===== config.mk =====
export PLATFORM = sky130hd
export DESIGN_NAME = ubi_uart_ctl
export DESIGN_NICKNAME = d
export VERILOG_FILES = /design/src/shared/ubi_pkg.sv /design/src/design/ubi_uart_ctl.sv /design/src/design/ubi_baud_gen.sv /design/src/design/ubi_irq.sv
export SDC_FILE = /design/constraint.sdc
export NUM_CORES = 1
export LEC_CHECK = 0
export BUFFER_PORTS_ARGS = -buffer_cell sky130_fd_sc_hd__clkbuf_2
export CELL_PAD_IN_SITES_DETAIL_PLACEMENT = 0
export CELL_PAD_IN_SITES_GLOBAL_PLACEMENT = 1
export CORE_UTILIZATION = 42
export DETAILED_ROUTE_END_ITERATION = 10
export PLACE_DENSITY_LB_ADDON = 0.1
export SYNTH_ARGS = -nofsm -noshare
export SYNTH_HDL_FRONTEND = slang
export SYNTH_SLANG_ARGS = --single-unit

===== constraint.sdc =====
create_clock -name core_clk -period 2.13 [get_ports core_clk]
set_input_delay 0.213 -clock core_clk [delete_from_list [all_inputs] [get_ports core_clk]]
set_output_delay 0.213 -clock core_clk [all_outputs]
set_load 0.05 [all_outputs]

===== src/shared/ubi_pkg.sv =====
`default_nettype none
package ubi_pkg;
   // Register word addresses on the plain port
   localparam logic [2:0] ADDR_CTRL2 = 3'h0;
   localparam logic [2:0] ADDR_DATA = 3'h1;
   localparam logic [2:0] ADDR_DIV = 3'h2;
   localparam logic [2:0] ADDR_STATUS = 3'h3;
   localparam logic [2:0] ADDR_CTRL1 = 3'h4;
   localparam logic [2:0] ADDR_IRQ_STAT = 3'h5;
   localparam logic [2:0] ADDR_IRQ_MASK = 3'h6;
   // Control-two field positions
   localparam int CTL_TX_EN = 7;
   localparam int CTL_RX_EN = 6;
   localparam int CTL_HS_SEL = 5;
   localparam int CTL_RX_IE = 2;
   localparam int CTL_TXI_IE = 1;
   localparam int CTL_TXE_IE = 0;
   // Status field positions and the control-one enable position
   localparam int ST_OVERRUN = 5;
   localparam int ST_RX_AVAIL = 2;
   localparam int ST_TX_IDLE = 1;
   localparam int ST_TX_EMPTY = 0;
   localparam int CTL1_UART_EN = 7;
   // Event bits of the sticky interrupt status
   localparam int EV_RX = 0;
   localparam int EV_TX_IDLE = 1;
   localparam int EV_TX_EMPTY = 2;
   localparam int EV_WIDTH = 3;
   // Reset values
   localparam logic [7:0] CTRL2_RST = 8'h00;
   localparam logic [7:0] DIV_RST = 8'h00;
   localparam logic [7:0] CTRL1_RST = 8'h00;
   // Prescale counts per timer step
   localparam int PRE_LOW = 64;
   localparam int PRE_HIGH = 16;
   localparam logic [5:0] PRE_LOW_LAST = 6'(PRE_LOW - 1);
   localparam logic [5:0] PRE_HIGH_LAST = 6'(PRE_HIGH - 1);

   typedef struct packed {
      logic [2:0] addr;
      logic [7:0] wdata;
      logic wr;
      logic rd;
   } ubi_bus_t;

   typedef struct packed {
      logic overrun;
      logic rx_avail;
      logic tx_idle;
      logic tx_empty;
   } ubi_flags_t;
endpackage : ubi_pkg
`default_nettype wire


===== src/design/ubi_uart_ctl.sv =====
// The register offsets and the strobed register port were decided locally.
`timescale 1ns/1ns
`default_nettype none
// Contract
// - With the receive interrupt enable set, overrun or receive-data-available raises the request; clear, they have no effect.
// - With the UART enabled and the idle interrupt enable set, the transmitter idle flag raises the request; clear, it has no effect.
// - With the UART enabled and the empty interrupt enable set, the transmit-empty flag raises the request; clear, it has no effect.
// - One 8-bit data register: writes supply the byte to send, reads return the byte received.
// - The baud rate comes from a dedicated free-running 8-bit timer set by divisor and speed select.
// - Baud rate is clock over 64(N+1) with low speed and over 16(N+1) with high speed.
// - Every divisor value from 0 to 255 is usable.
// - Disabling the UART clears receive, overrun and error flags, sets idle and empty, clears the transmit and receive enables, and keeps divisor and other control.
module ubi_uart_ctl (
   input wire logic core_clk, // System clock
   input wire logic rst, // Synchronous reset, active high
   input wire logic [2:0] addr, // Register word address
   input wire logic [7:0] wdata, // Write data
   input wire logic wr, // Write strobe
   input wire logic rd, // Read strobe
   output logic [7:0] rdata, // Read data, cycle after rd
   output logic uart_irq, // UART interrupt request, level
   output logic sys_irq, // Masked sticky-event interrupt, level
   output logic baud_tick, // One pulse per bit time
   output logic [7:0] tx_byte, // Byte handed to the transmit shifter
   output logic tx_load, // Pulse: tx_byte valid
   input wire logic tx_taken, // Pulse: shifter took the buffered byte
   input wire logic tx_done, // Pulse: last stop bit sent, shifter empty
   input wire logic [7:0] rx_byte, // Byte from the receive shifter
   input wire logic rx_valid, // Pulse: rx_byte complete
   input wire logic rx_frame_err, // Pulse: framing error on rx_byte
   input wire logic rx_parity_err, // Pulse: parity error on rx_byte
   input wire logic rx_noise, // Pulse: noise seen on rx_byte
   output logic tx_enable, // Transmitter active
   output logic rx_enable // Receiver active
);
   logic [7:0] ctrl2_r;
   logic [7:0] ctrl1_r;
   logic [7:0] div_r;
   logic [7:0] rxbuf_r;
   logic [7:0] txbuf_r;
   logic tx_load_r;
   ubi_pkg::ubi_flags_t flg_r;
   logic ferr_r;
   logic perr_r;
   logic nf_r;
   logic stat_seen_r;
   logic [7:0] rdata_r;
   logic [2:0] ev_stat;
   logic [2:0] ev_mask;

   ubi_pkg::ubi_bus_t bus;
   assign bus = '{addr: addr, wdata: wdata, wr: wr, rd: rd};

   wire logic uart_en = ctrl1_r[ubi_pkg::CTL1_UART_EN];
   wire logic wr_ctrl2 = bus.wr && bus.addr == ubi_pkg::ADDR_CTRL2;
   wire logic wr_ctrl1 = bus.wr && bus.addr == ubi_pkg::ADDR_CTRL1;
   wire logic wr_div = bus.wr && bus.addr == ubi_pkg::ADDR_DIV;
   wire logic wr_data = bus.wr && bus.addr == ubi_pkg::ADDR_DATA;
   wire logic rd_data = bus.rd && bus.addr == ubi_pkg::ADDR_DATA;
   wire logic rd_stat = bus.rd && bus.addr == ubi_pkg::ADDR_STATUS;
   wire logic wr_iclr = bus.wr && bus.addr == ubi_pkg::ADDR_IRQ_STAT;
   wire logic wr_imask = bus.wr && bus.addr == ubi_pkg::ADDR_IRQ_MASK;
   // A data write lands only when the buffer is empty and the status was read
   wire logic tx_accept = wr_data && flg_r.tx_empty && stat_seen_r && uart_en;
   wire logic disabling = wr_ctrl1 && !bus.wdata[ubi_pkg::CTL1_UART_EN] && uart_en;
   wire logic off = !uart_en || disabling;

   wire logic [7:0] stat_word = {2'b00, flg_r.overrun, ferr_r, perr_r | nf_r, flg_r.rx_avail,
                                 flg_r.tx_idle, flg_r.tx_empty};

   // Control and divisor registers
   always_ff @(posedge core_clk)
   begin
      if (rst)
      begin
         ctrl2_r <= ubi_pkg::CTRL2_RST;
         ctrl1_r <= ubi_pkg::CTRL1_RST;
         div_r <= ubi_pkg::DIV_RST;
      end
      else
      begin
         if (wr_ctrl1)
            ctrl1_r <= bus.wdata;
         if (wr_ctrl2)
            ctrl2_r <= bus.wdata;
         else if (disabling)
            ctrl2_r <= ctrl2_r & 8'h3F;
         if (wr_div)
            div_r <= bus.wdata;
      end
   end

   // Transmit buffer and handoff to the shifter
   always_ff @(posedge core_clk)
   begin
      if (rst)
      begin
         txbuf_r <= 8'h00;
         tx_load_r <= 1'b0;
      end
      else
      begin
         if (tx_accept)
            txbuf_r <= bus.wdata;
         tx_load_r <= tx_accept;
      end
   end
   assign tx_byte = txbuf_r;
   assign tx_load = tx_load_r;

   // Receive buffer
   always_ff @(posedge core_clk)
   begin
      if (rst)
         rxbuf_r <= 8'h00;
      else if (rx_valid && uart_en)
         rxbuf_r <= rx_byte;
   end

   // Status flags; a setting event wins over a clearing access
   always_ff @(posedge core_clk)
   begin
      if (rst || off)
      begin
         flg_r.overrun <= 1'b0;
         flg_r.rx_avail <= 1'b0;
         flg_r.tx_idle <= 1'b1;
         flg_r.tx_empty <= 1'b1;
         ferr_r <= 1'b0;
         perr_r <= 1'b0;
         nf_r <= 1'b0;
         stat_seen_r <= 1'b0;
      end
      else
      begin
         flg_r.rx_avail <= rx_valid || (flg_r.rx_avail && !rd_data);
         flg_r.overrun <= (rx_valid && flg_r.rx_avail && !rd_data)
                          || (flg_r.overrun && !(stat_seen_r && rd_data));
         ferr_r <= rx_frame_err || (ferr_r && !(stat_seen_r && rd_data));
         perr_r <= rx_parity_err || (perr_r && !(stat_seen_r && rd_data));
         nf_r <= rx_noise || (nf_r && !(stat_seen_r && rd_data));
         flg_r.tx_empty <= tx_taken || (flg_r.tx_empty && !tx_accept);
         flg_r.tx_idle <= tx_done || (flg_r.tx_idle && !tx_accept);
         if (rd_stat)
            stat_seen_r <= 1'b1;
         else if (tx_accept || rd_data)
            stat_seen_r <= 1'b0;
      end
   end

   // Read mux, registered one cycle
   wire logic [7:0] rd_mux =
      (bus.addr == ubi_pkg::ADDR_CTRL2) ? ctrl2_r :
      (bus.addr == ubi_pkg::ADDR_DATA) ? rxbuf_r :
      (bus.addr == ubi_pkg::ADDR_DIV) ? div_r :
      (bus.addr == ubi_pkg::ADDR_STATUS) ? stat_word :
      (bus.addr == ubi_pkg::ADDR_CTRL1) ? ctrl1_r :
      (bus.addr == ubi_pkg::ADDR_IRQ_STAT) ? {5'h00, ev_stat} :
      (bus.addr == ubi_pkg::ADDR_IRQ_MASK) ? {5'h00, ev_mask} : 8'h00;
   always_ff @(posedge core_clk)
   begin
      if (rst)
         rdata_r <= 8'h00;
      else
         rdata_r <= bus.rd ? rd_mux : 8'h00;
   end
   assign rdata = rdata_r;

   // Interrupt request: UART enable AND the OR of every enabled source
   wire logic src_rx = ctrl2_r[ubi_pkg::CTL_RX_IE] && (flg_r.overrun || flg_r.rx_avail);
   wire logic src_idle = ctrl2_r[ubi_pkg::CTL_TXI_IE] && flg_r.tx_idle;
   wire logic src_empty = ctrl2_r[ubi_pkg::CTL_TXE_IE] && flg_r.tx_empty;
   assign uart_irq = uart_en && (src_rx || src_idle || src_empty);

   assign tx_enable = uart_en && ctrl2_r[ubi_pkg::CTL_TX_EN];
   assign rx_enable = uart_en && ctrl2_r[ubi_pkg::CTL_RX_EN];

   // Rising edges of the flags feed the sticky event register
   logic rx_q_r;
   logic idle_q_r;
   logic empty_q_r;
   always_ff @(posedge core_clk)
   begin
      if (rst)
      begin
         rx_q_r <= 1'b0;
         idle_q_r <= 1'b1;
         empty_q_r <= 1'b1;
      end
      else
      begin
         rx_q_r <= flg_r.rx_avail || flg_r.overrun;
         idle_q_r <= flg_r.tx_idle;
         empty_q_r <= flg_r.tx_empty;
      end
   end
   wire logic [2:0] ev;
   assign ev[ubi_pkg::EV_RX] = (flg_r.rx_avail || flg_r.overrun) && !rx_q_r;
   assign ev[ubi_pkg::EV_TX_IDLE] = flg_r.tx_idle && !idle_q_r;
   assign ev[ubi_pkg::EV_TX_EMPTY] = flg_r.tx_empty && !empty_q_r;

   ubi_irq #(.W(ubi_pkg::EV_WIDTH)) u_irq (
      .core_clk(core_clk),
      .rst(rst),
      .ev(ev),
      .clr_we(wr_iclr),
      .mask_we(wr_imask),
      .wdata(bus.wdata[2:0]),
      .stat_r(ev_stat),
      .mask_r(ev_mask),
      .irq(sys_irq)
   );

   ubi_baud_gen u_baud (
      .core_clk(core_clk),
      .rst(rst),
      .run(uart_en),
      .high_speed(ctrl2_r[ubi_pkg::CTL_HS_SEL]),
      .divisor(div_r),
      .tick(baud_tick)
   );

   property p_rx_irq;
      @(posedge core_clk) disable iff (rst)
      (uart_en && ctrl2_r[ubi_pkg::CTL_RX_IE] && (flg_r.rx_avail || flg_r.overrun)) |-> uart_irq;
   endproperty
   a_rx_irq: assert property (p_rx_irq) else $error("rx irq missing");

   property p_rx_quiet;
      @(posedge core_clk) disable iff (rst)
      (!ctrl2_r[2] && !ctrl2_r[1] && !ctrl2_r[0]) |-> !uart_irq;
   endproperty
   a_rx_quiet: assert property (p_rx_quiet) else $error("irq without enable");

   property p_idle_irq;
      @(posedge core_clk) disable iff (rst)
      (uart_en && ctrl2_r[1] && flg_r.tx_idle) |-> uart_irq;
   endproperty
   a_idle_irq: assert property (p_idle_irq) else $error("idle irq missing");

   property p_empty_irq;
      @(posedge core_clk) disable iff (rst)
      (uart_en && ctrl2_r[0] && flg_r.tx_empty) |-> uart_irq;
   endproperty
   a_empty_irq: assert property (p_empty_irq) else $error("empty irq missing");

   property p_rx_read;
      @(posedge core_clk) disable iff (rst)
      rd_data |=> (rdata == $past(rxbuf_r));
   endproperty
   a_rx_read: assert property (p_rx_read) else $error("data read wrong");

   property p_tx_block;
      @(posedge core_clk) disable iff (rst)
      (wr_data && !flg_r.tx_empty) |=> (!tx_load && $stable(txbuf_r));
   endproperty
   a_tx_block: assert property (p_tx_block) else $error("write not blocked");

   property p_disable;
      @(posedge core_clk) disable iff (rst)
      disabling |=> (flg_r.tx_empty && flg_r.tx_idle && !flg_r.rx_avail && !flg_r.overrun
                     && $stable(div_r));
   endproperty
   a_disable: assert property (p_disable) else $error("disable state wrong");

   property p_div_keep;
      @(posedge core_clk) disable iff (rst)
      (wr_div) |=> (div_r == $past(bus.wdata)) ##1 (div_r == $past(div_r) || $past(wr_div));
   endproperty
   a_div_keep: assert property (p_div_keep) else $error("divisor not kept");

   property p_rx_no_effect;
      @(posedge core_clk) disable iff (rst)
      (!ctrl2_r[ubi_pkg::CTL_RX_IE] && !(ctrl2_r[ubi_pkg::CTL_TXI_IE] && flg_r.tx_idle)
       && !(ctrl2_r[ubi_pkg::CTL_TXE_IE] && flg_r.tx_empty)) |-> !uart_irq;
   endproperty
   a_rx_no_effect: assert property (p_rx_no_effect) else $error("rx flags reach irq");

   property p_idle_no_effect;
      @(posedge core_clk) disable iff (rst)
      (!ctrl2_r[ubi_pkg::CTL_TXI_IE] && !(ctrl2_r[ubi_pkg::CTL_RX_IE] && flg_r.rx_avail)
       && !(ctrl2_r[ubi_pkg::CTL_RX_IE] && flg_r.overrun)
       && !(ctrl2_r[ubi_pkg::CTL_TXE_IE] && flg_r.tx_empty)) |-> !uart_irq;
   endproperty
   a_idle_no_effect: assert property (p_idle_no_effect) else $error("idle flag reaches irq");

   property p_empty_no_effect;
      @(posedge core_clk) disable iff (rst)
      (!ctrl2_r[ubi_pkg::CTL_TXE_IE] && !(ctrl2_r[ubi_pkg::CTL_TXI_IE] && flg_r.tx_idle)
       && !(ctrl2_r[ubi_pkg::CTL_RX_IE] && (flg_r.rx_avail || flg_r.overrun))) |-> !uart_irq;
   endproperty
   a_empty_no_effect: assert property (p_empty_no_effect) else $error("empty flag reaches irq");

   property p_irq_off;
      @(posedge core_clk) disable iff (rst)
      !uart_en |-> !uart_irq;
   endproperty
   a_irq_off: assert property (p_irq_off) else $error("irq while disabled");

   property p_tx_handoff;
      @(posedge core_clk) disable iff (rst)
      tx_accept |=> (tx_load && tx_byte == $past(bus.wdata));
   endproperty
   a_tx_handoff: assert property (p_tx_handoff) else $error("byte not handed over");

   property p_empty_cleared;
      @(posedge core_clk) disable iff (rst)
      (tx_accept && !tx_taken) |=> !flg_r.tx_empty;
   endproperty
   a_empty_cleared: assert property (p_empty_cleared) else $error("empty flag kept");

   property p_load_single;
      @(posedge core_clk) disable iff (rst)
      tx_load |=> !tx_load;
   endproperty
   a_load_single: assert property (p_load_single) else $error("load pulse too long");

   property p_rx_capture;
      @(posedge core_clk) disable iff (rst)
      (rx_valid && !off) |=> (rxbuf_r == $past(rx_byte) && flg_r.rx_avail);
   endproperty
   a_rx_capture: assert property (p_rx_capture) else $error("rx byte not held");

   property p_disable_ctrl;
      @(posedge core_clk) disable iff (rst)
      disabling |=> (ctrl2_r == ($past(ctrl2_r) & 8'h3F) && !ferr_r && !perr_r && !nf_r);
   endproperty
   a_disable_ctrl: assert property (p_disable_ctrl) else $error("disable control wrong");

   property p_rx_read_clears;
      @(posedge core_clk) disable iff (rst)
      (rd_data && !rx_valid) |=> !flg_r.rx_avail;
   endproperty
   a_rx_read_clears: assert property (p_rx_read_clears) else $error("rx flag not cleared");

   property p_rdata_idle;
      @(posedge core_clk) disable iff (rst)
      !bus.rd |=> (rdata == 8'h00);
   endproperty
   a_rdata_idle: assert property (p_rdata_idle) else $error("read data outside read");
endmodule : ubi_uart_ctl
`default_nettype wire


===== src/design/ubi_baud_gen.sv =====
`timescale 1ns/1ns
`default_nettype none
module ubi_baud_gen (
   input wire logic core_clk, // System clock
   input wire logic rst, // Synchronous reset
   input wire logic run, // Generator running
   input wire logic high_speed, // 1 divides by 16(N+1), 0 by 64(N+1)
   input wire logic [7:0] divisor, // N
   output logic tick // One pulse per bit time
);
   logic [5:0] pre_r;
   logic [7:0] tmr_r;
   wire logic [5:0] pre_last = high_speed ? ubi_pkg::PRE_HIGH_LAST : ubi_pkg::PRE_LOW_LAST;
   wire logic pre_wrap = (pre_r >= pre_last);
   wire logic tmr_wrap = (tmr_r >= divisor);

   // Free-running 8-bit timer stepped once per prescale period
   always_ff @(posedge core_clk)
   begin
      if (rst || !run)
      begin
         pre_r <= 6'h00;
         tmr_r <= 8'h00;
         tick <= 1'b0;
      end
      else
      begin
         pre_r <= pre_wrap ? 6'h00 : pre_r + 6'h01;
         if (pre_wrap)
            tmr_r <= tmr_wrap ? 8'h00 : tmr_r + 8'h01;
         tick <= pre_wrap && tmr_wrap;
      end
   end

   // Tick spacing check; armed at the first tick after the setting last changed
   logic [15:0] gap_r;
   logic [7:0] div_q_r;
   logic hs_q_r;
   logic armed_r;
   wire logic cfg_chg = (divisor != div_q_r) || (high_speed != hs_q_r);
   always_ff @(posedge core_clk)
   begin
      if (rst || !run || tick)
         gap_r <= 16'h0001;
      else
         gap_r <= gap_r + 16'h0001;
   end
   always_ff @(posedge core_clk)
   begin
      div_q_r <= divisor;
      hs_q_r <= high_speed;
      if (rst || !run || cfg_chg)
         armed_r <= 1'b0;
      else if (tick)
         armed_r <= 1'b1;
   end
   wire logic [15:0] pre_cnt = high_speed ? 16'(ubi_pkg::PRE_HIGH) : 16'(ubi_pkg::PRE_LOW);
   wire logic [15:0] period = pre_cnt * ({8'h00, divisor} + 16'h0001);

   property p_tick_period;
      @(posedge core_clk) disable iff (rst || !run)
      (tick && armed_r && !cfg_chg) |-> (gap_r == period);
   endproperty
   a_tick_period: assert property (p_tick_period) else $error("tick period wrong");

   property p_tick_not_late;
      @(posedge core_clk) disable iff (rst || !run)
      (armed_r && !cfg_chg) |-> (gap_r <= period);
   endproperty
   a_tick_not_late: assert property (p_tick_not_late) else $error("tick missing");
endmodule : ubi_baud_gen
`default_nettype wire


===== src/design/ubi_irq.sv =====
`timescale 1ns/1ns
`default_nettype none
module ubi_irq #(
   parameter int W = 3 // Number of events
) (
   input wire logic core_clk, // System clock
   input wire logic rst, // Synchronous reset
   input wire logic [W-1:0] ev, // Event pulses
   input wire logic clr_we, // Write-one-to-clear strobe
   input wire logic mask_we, // Mask write strobe
   input wire logic [W-1:0] wdata, // Write data
   output logic [W-1:0] stat_r, // Sticky status
   output logic [W-1:0] mask_r, // Mask, 1 lets a bit through
   output logic irq // Level interrupt
);
   wire logic [W-1:0] clr = clr_we ? wdata : '0;
   always_ff @(posedge core_clk)
   begin
      if (rst)
      begin
         stat_r <= '0;
         mask_r <= '0;
      end
      else
      begin
         stat_r <= (stat_r & ~clr) | ev;
         if (mask_we)
            mask_r <= wdata;
      end
   end
   assign irq = |(stat_r & mask_r);

   property p_set_wins;
      @(posedge core_clk) disable iff (rst)
      (|ev) |=> ((stat_r & $past(ev)) == $past(ev));
   endproperty
   a_set_wins: assert property (p_set_wins) else $error("event lost");
endmodule : ubi_irq
`default_nettype wire


==> out/results.txt <==
CTS hold repair buffers = 0
largest net degree at the start of global routing = 38
clock latency at the later pin of the worst-skew pair = 0.36 ns
GPL Wtd Cong = 0.848
Sink Count = 81
ys async rst share = 0%
Worst setup EP type = flop
mean number of vias per cell = 5.23
ys flop type = dfxtp_1
Period minus WS final = 1.93 ns
FILL cells = 852
final setup vio count = 0
Tightest Hold Check Type = input port to flop
nets = 529
Fin Setup TNS = 0 ns
DR vias = 3126
Worst Max-Slew Pin Slew = 0.608 ns
xor/xnor share of the synthesized area = 2.47%
first-pass GRT wire length = 15.1 mm
DRT Pass-1 Iters = 5
Yosys top cell area share = 45.7%
Rel. slew slack = 59.2%
Detailed Route WL = 9.27 mm
core area = 8220 µm²
Die H = 94.0 µm
area grow syn2layout = 16.0%
starting DRC count in detailed routing = 141
pwr dens = 709 nW/µm²
RSZ-0062 raised after global routing = no
Yosys warnings = 0
antenna-violating nets left = 0
mapped cell area = 3550 µm²
row count = 33
status = finished, final reports clean
Post-Syn Instances = 438
vias in the first global route = 2959
VDD IR max = 0.461 mV
largest family of logic cells by synthesized area = simple AND/OR/NAND/NOR gates
Crit Path Class = flop to flop
share of cells above drive strength 1 = 17.8%
port bufs = 50
Post-CTS Setup Bufs = 0
total CTS buffers = 9
Die W = 94.0 µm
reported max-cap violation count = 0
Residual DRC = 0
P_leak = 1.58 nW
count leader, synth = nand2_1
CTS Buffer Depth = 2
GR Overflow Total = 0
clk slew on worst S/H paths = 0.10 ns
crit-path max FO = 4
Max Slew Vio Count = 0
top cells by area, synth = dfxtp_1 (46%), nand2_1 (9.7%), a21oi_1 (8.2%), ha_1 (4.2%), nor2_1 (4.1%)
Final Hold Fails = 0
Initial Util = 43.2%
boundary pin count = 51
Setup Skew = 0.0112 ns
clk root buf = clkbuf_8
GRT Overall Usage = 23.0%
WP data required = 2.39 ns
CTS tree = done
library cells used by synthesis = 49
final antenna diode count = 0
placed wire-length estimate = 6.82 mm
sequential-to-total area share from yosys stat = 45.7%
Post-synth EDFFs = 0
die area = 8830 µm²
post-synthesis adder-cell area fraction = 4.23%
initial antenna violation count = 0
Fmax achieved = 0.517 GHz
period utilisation layout = 90.7%
register bit count reported by yosys = 81
critical path arrival = 2.19 ns
post-cts sizing count = 0
post-synth top area cell = dfxtp_1
total power draw = 2.92 mW
Compound-Gate Fraction of Synth Area = 18.4%
Syn Nets = 479
H-Tree Depth = 3
mux cell area share after synthesis = 1.73%
nature of the critical path startpoint = flop
synth cell count leaders = nand2_1 (92), dfxtp_1 (81), a21oi_1 (58)
simple-gate share of the synthesized area = 23.4%
syn_area_per_cell = 8.11 µm²
WL/cell = 15.5 µm
power breakdown:
group | internal (mW) | leakage, nW | switching, mW | total (mW)
combinational | 0.0697 | 0.823 | 0.140 | 0.210
sequential | 1.53 | 0.654 | 0.00981 | 1.54
clock | 0.552 | 0.100 | 0.620 | 1.17
registers in the layout, summed over array words and instances, names as in the netlist, 6 cells and up:
signal	count
u_baud.tmr_r	8
tx_byte	8
div_r	8
rdata	8
rxbuf_r	8
u_baud.pre_r	6
ctrl1_r	8
ctrl2_r	8
metal layers:
layer  GRT usage [%]  routed length [µm]  up-vias
met5               0                   0        -
met4            7.56                 165        0
met3            5.18                 428       14
met2            37.0                4200       70
met1            30.2                4480     1444
li1                -                   -     1598
layout make-up:
class                   count  area (µm²)  share of cell area (%)
clock buffers               9         124                    3.01
clock inverters             7        77.6                    1.88
inverters                  13        48.8                    1.18
multi-input cells         322        1780                    43.3
flip-flops and latches     81        1620                    39.4
well taps                 105         131                    3.19
repair buffers             61         333                    8.08
path summary, 6_finish.rpt:
path                                       end  cells after the start                    startpoint  slack [ns]
setup / recovery  u_baud.tmr_r[6]$_SDFFE_PP0P_                      7  u_baud.tmr_r[0]$_SDFFE_PP0P_        0.20
hold / removal             flg_r[1]$_SDFF_PP1_                      2                       tx_done        0.02
setup reg to reg  u_baud.tmr_r[6]$_SDFFE_PP0P_                      7  u_baud.tmr_r[0]$_SDFFE_PP0P_        0.20
hold reg to reg     u_baud.pre_r[0]$_SDFF_PP0_                      1    u_baud.pre_r[0]$_SDFF_PP0_        0.44
worst max-delay path: stages (launching register included):
cell,delay (ns)
dfxtp_1,0.40
inv_1,0.08
ha_1,0.26
nand2b_1,0.14
a31oi_1,0.18
o211ai_1,0.15
o22a_1,0.28
a2111oi_2,0.35
layout by cell type (no fill, tap or decap), drive strengths merged, types with 7 or more instances in the layout:
cell	instances
ha	12
o21ai	17
nand3	23
a21oi	58
and3	7
nor2	40
clkbuf	59
dfxtp	81
inv	14
nand2	92
buf	11
stage by stage:
stage | area [µm²] | util (%) | hold WS [ns] | cells | worst slack, ns
after floorplan | 3550 | - | 0.307 | 438 | 0.387
after global placement | 3920 | 47.7 | 0.399 | 582 | 0.287
after detailed placement | 3920 | 47.7 | 0.398 | 582 | 0.227
after CTS | 4120 | 50.1 | 0.0133 | 598 | 0.212
after global routing | 4120 | 50.1 | 0.0265 | 598 | 0.0918
final | 4120 | 50.1 | 0.0173 | 598 | 0.197
cell families after synthesis:
family / after synthesis
muxes: 6
and+or+nand+nor: 187
DFF: 81
xor gates and xnor gates: 10
AOI/OAI and AO/OA: 107
buffers and inverters: 35
adders and majority gates: 12
Power figures use the tool's default switching activity.
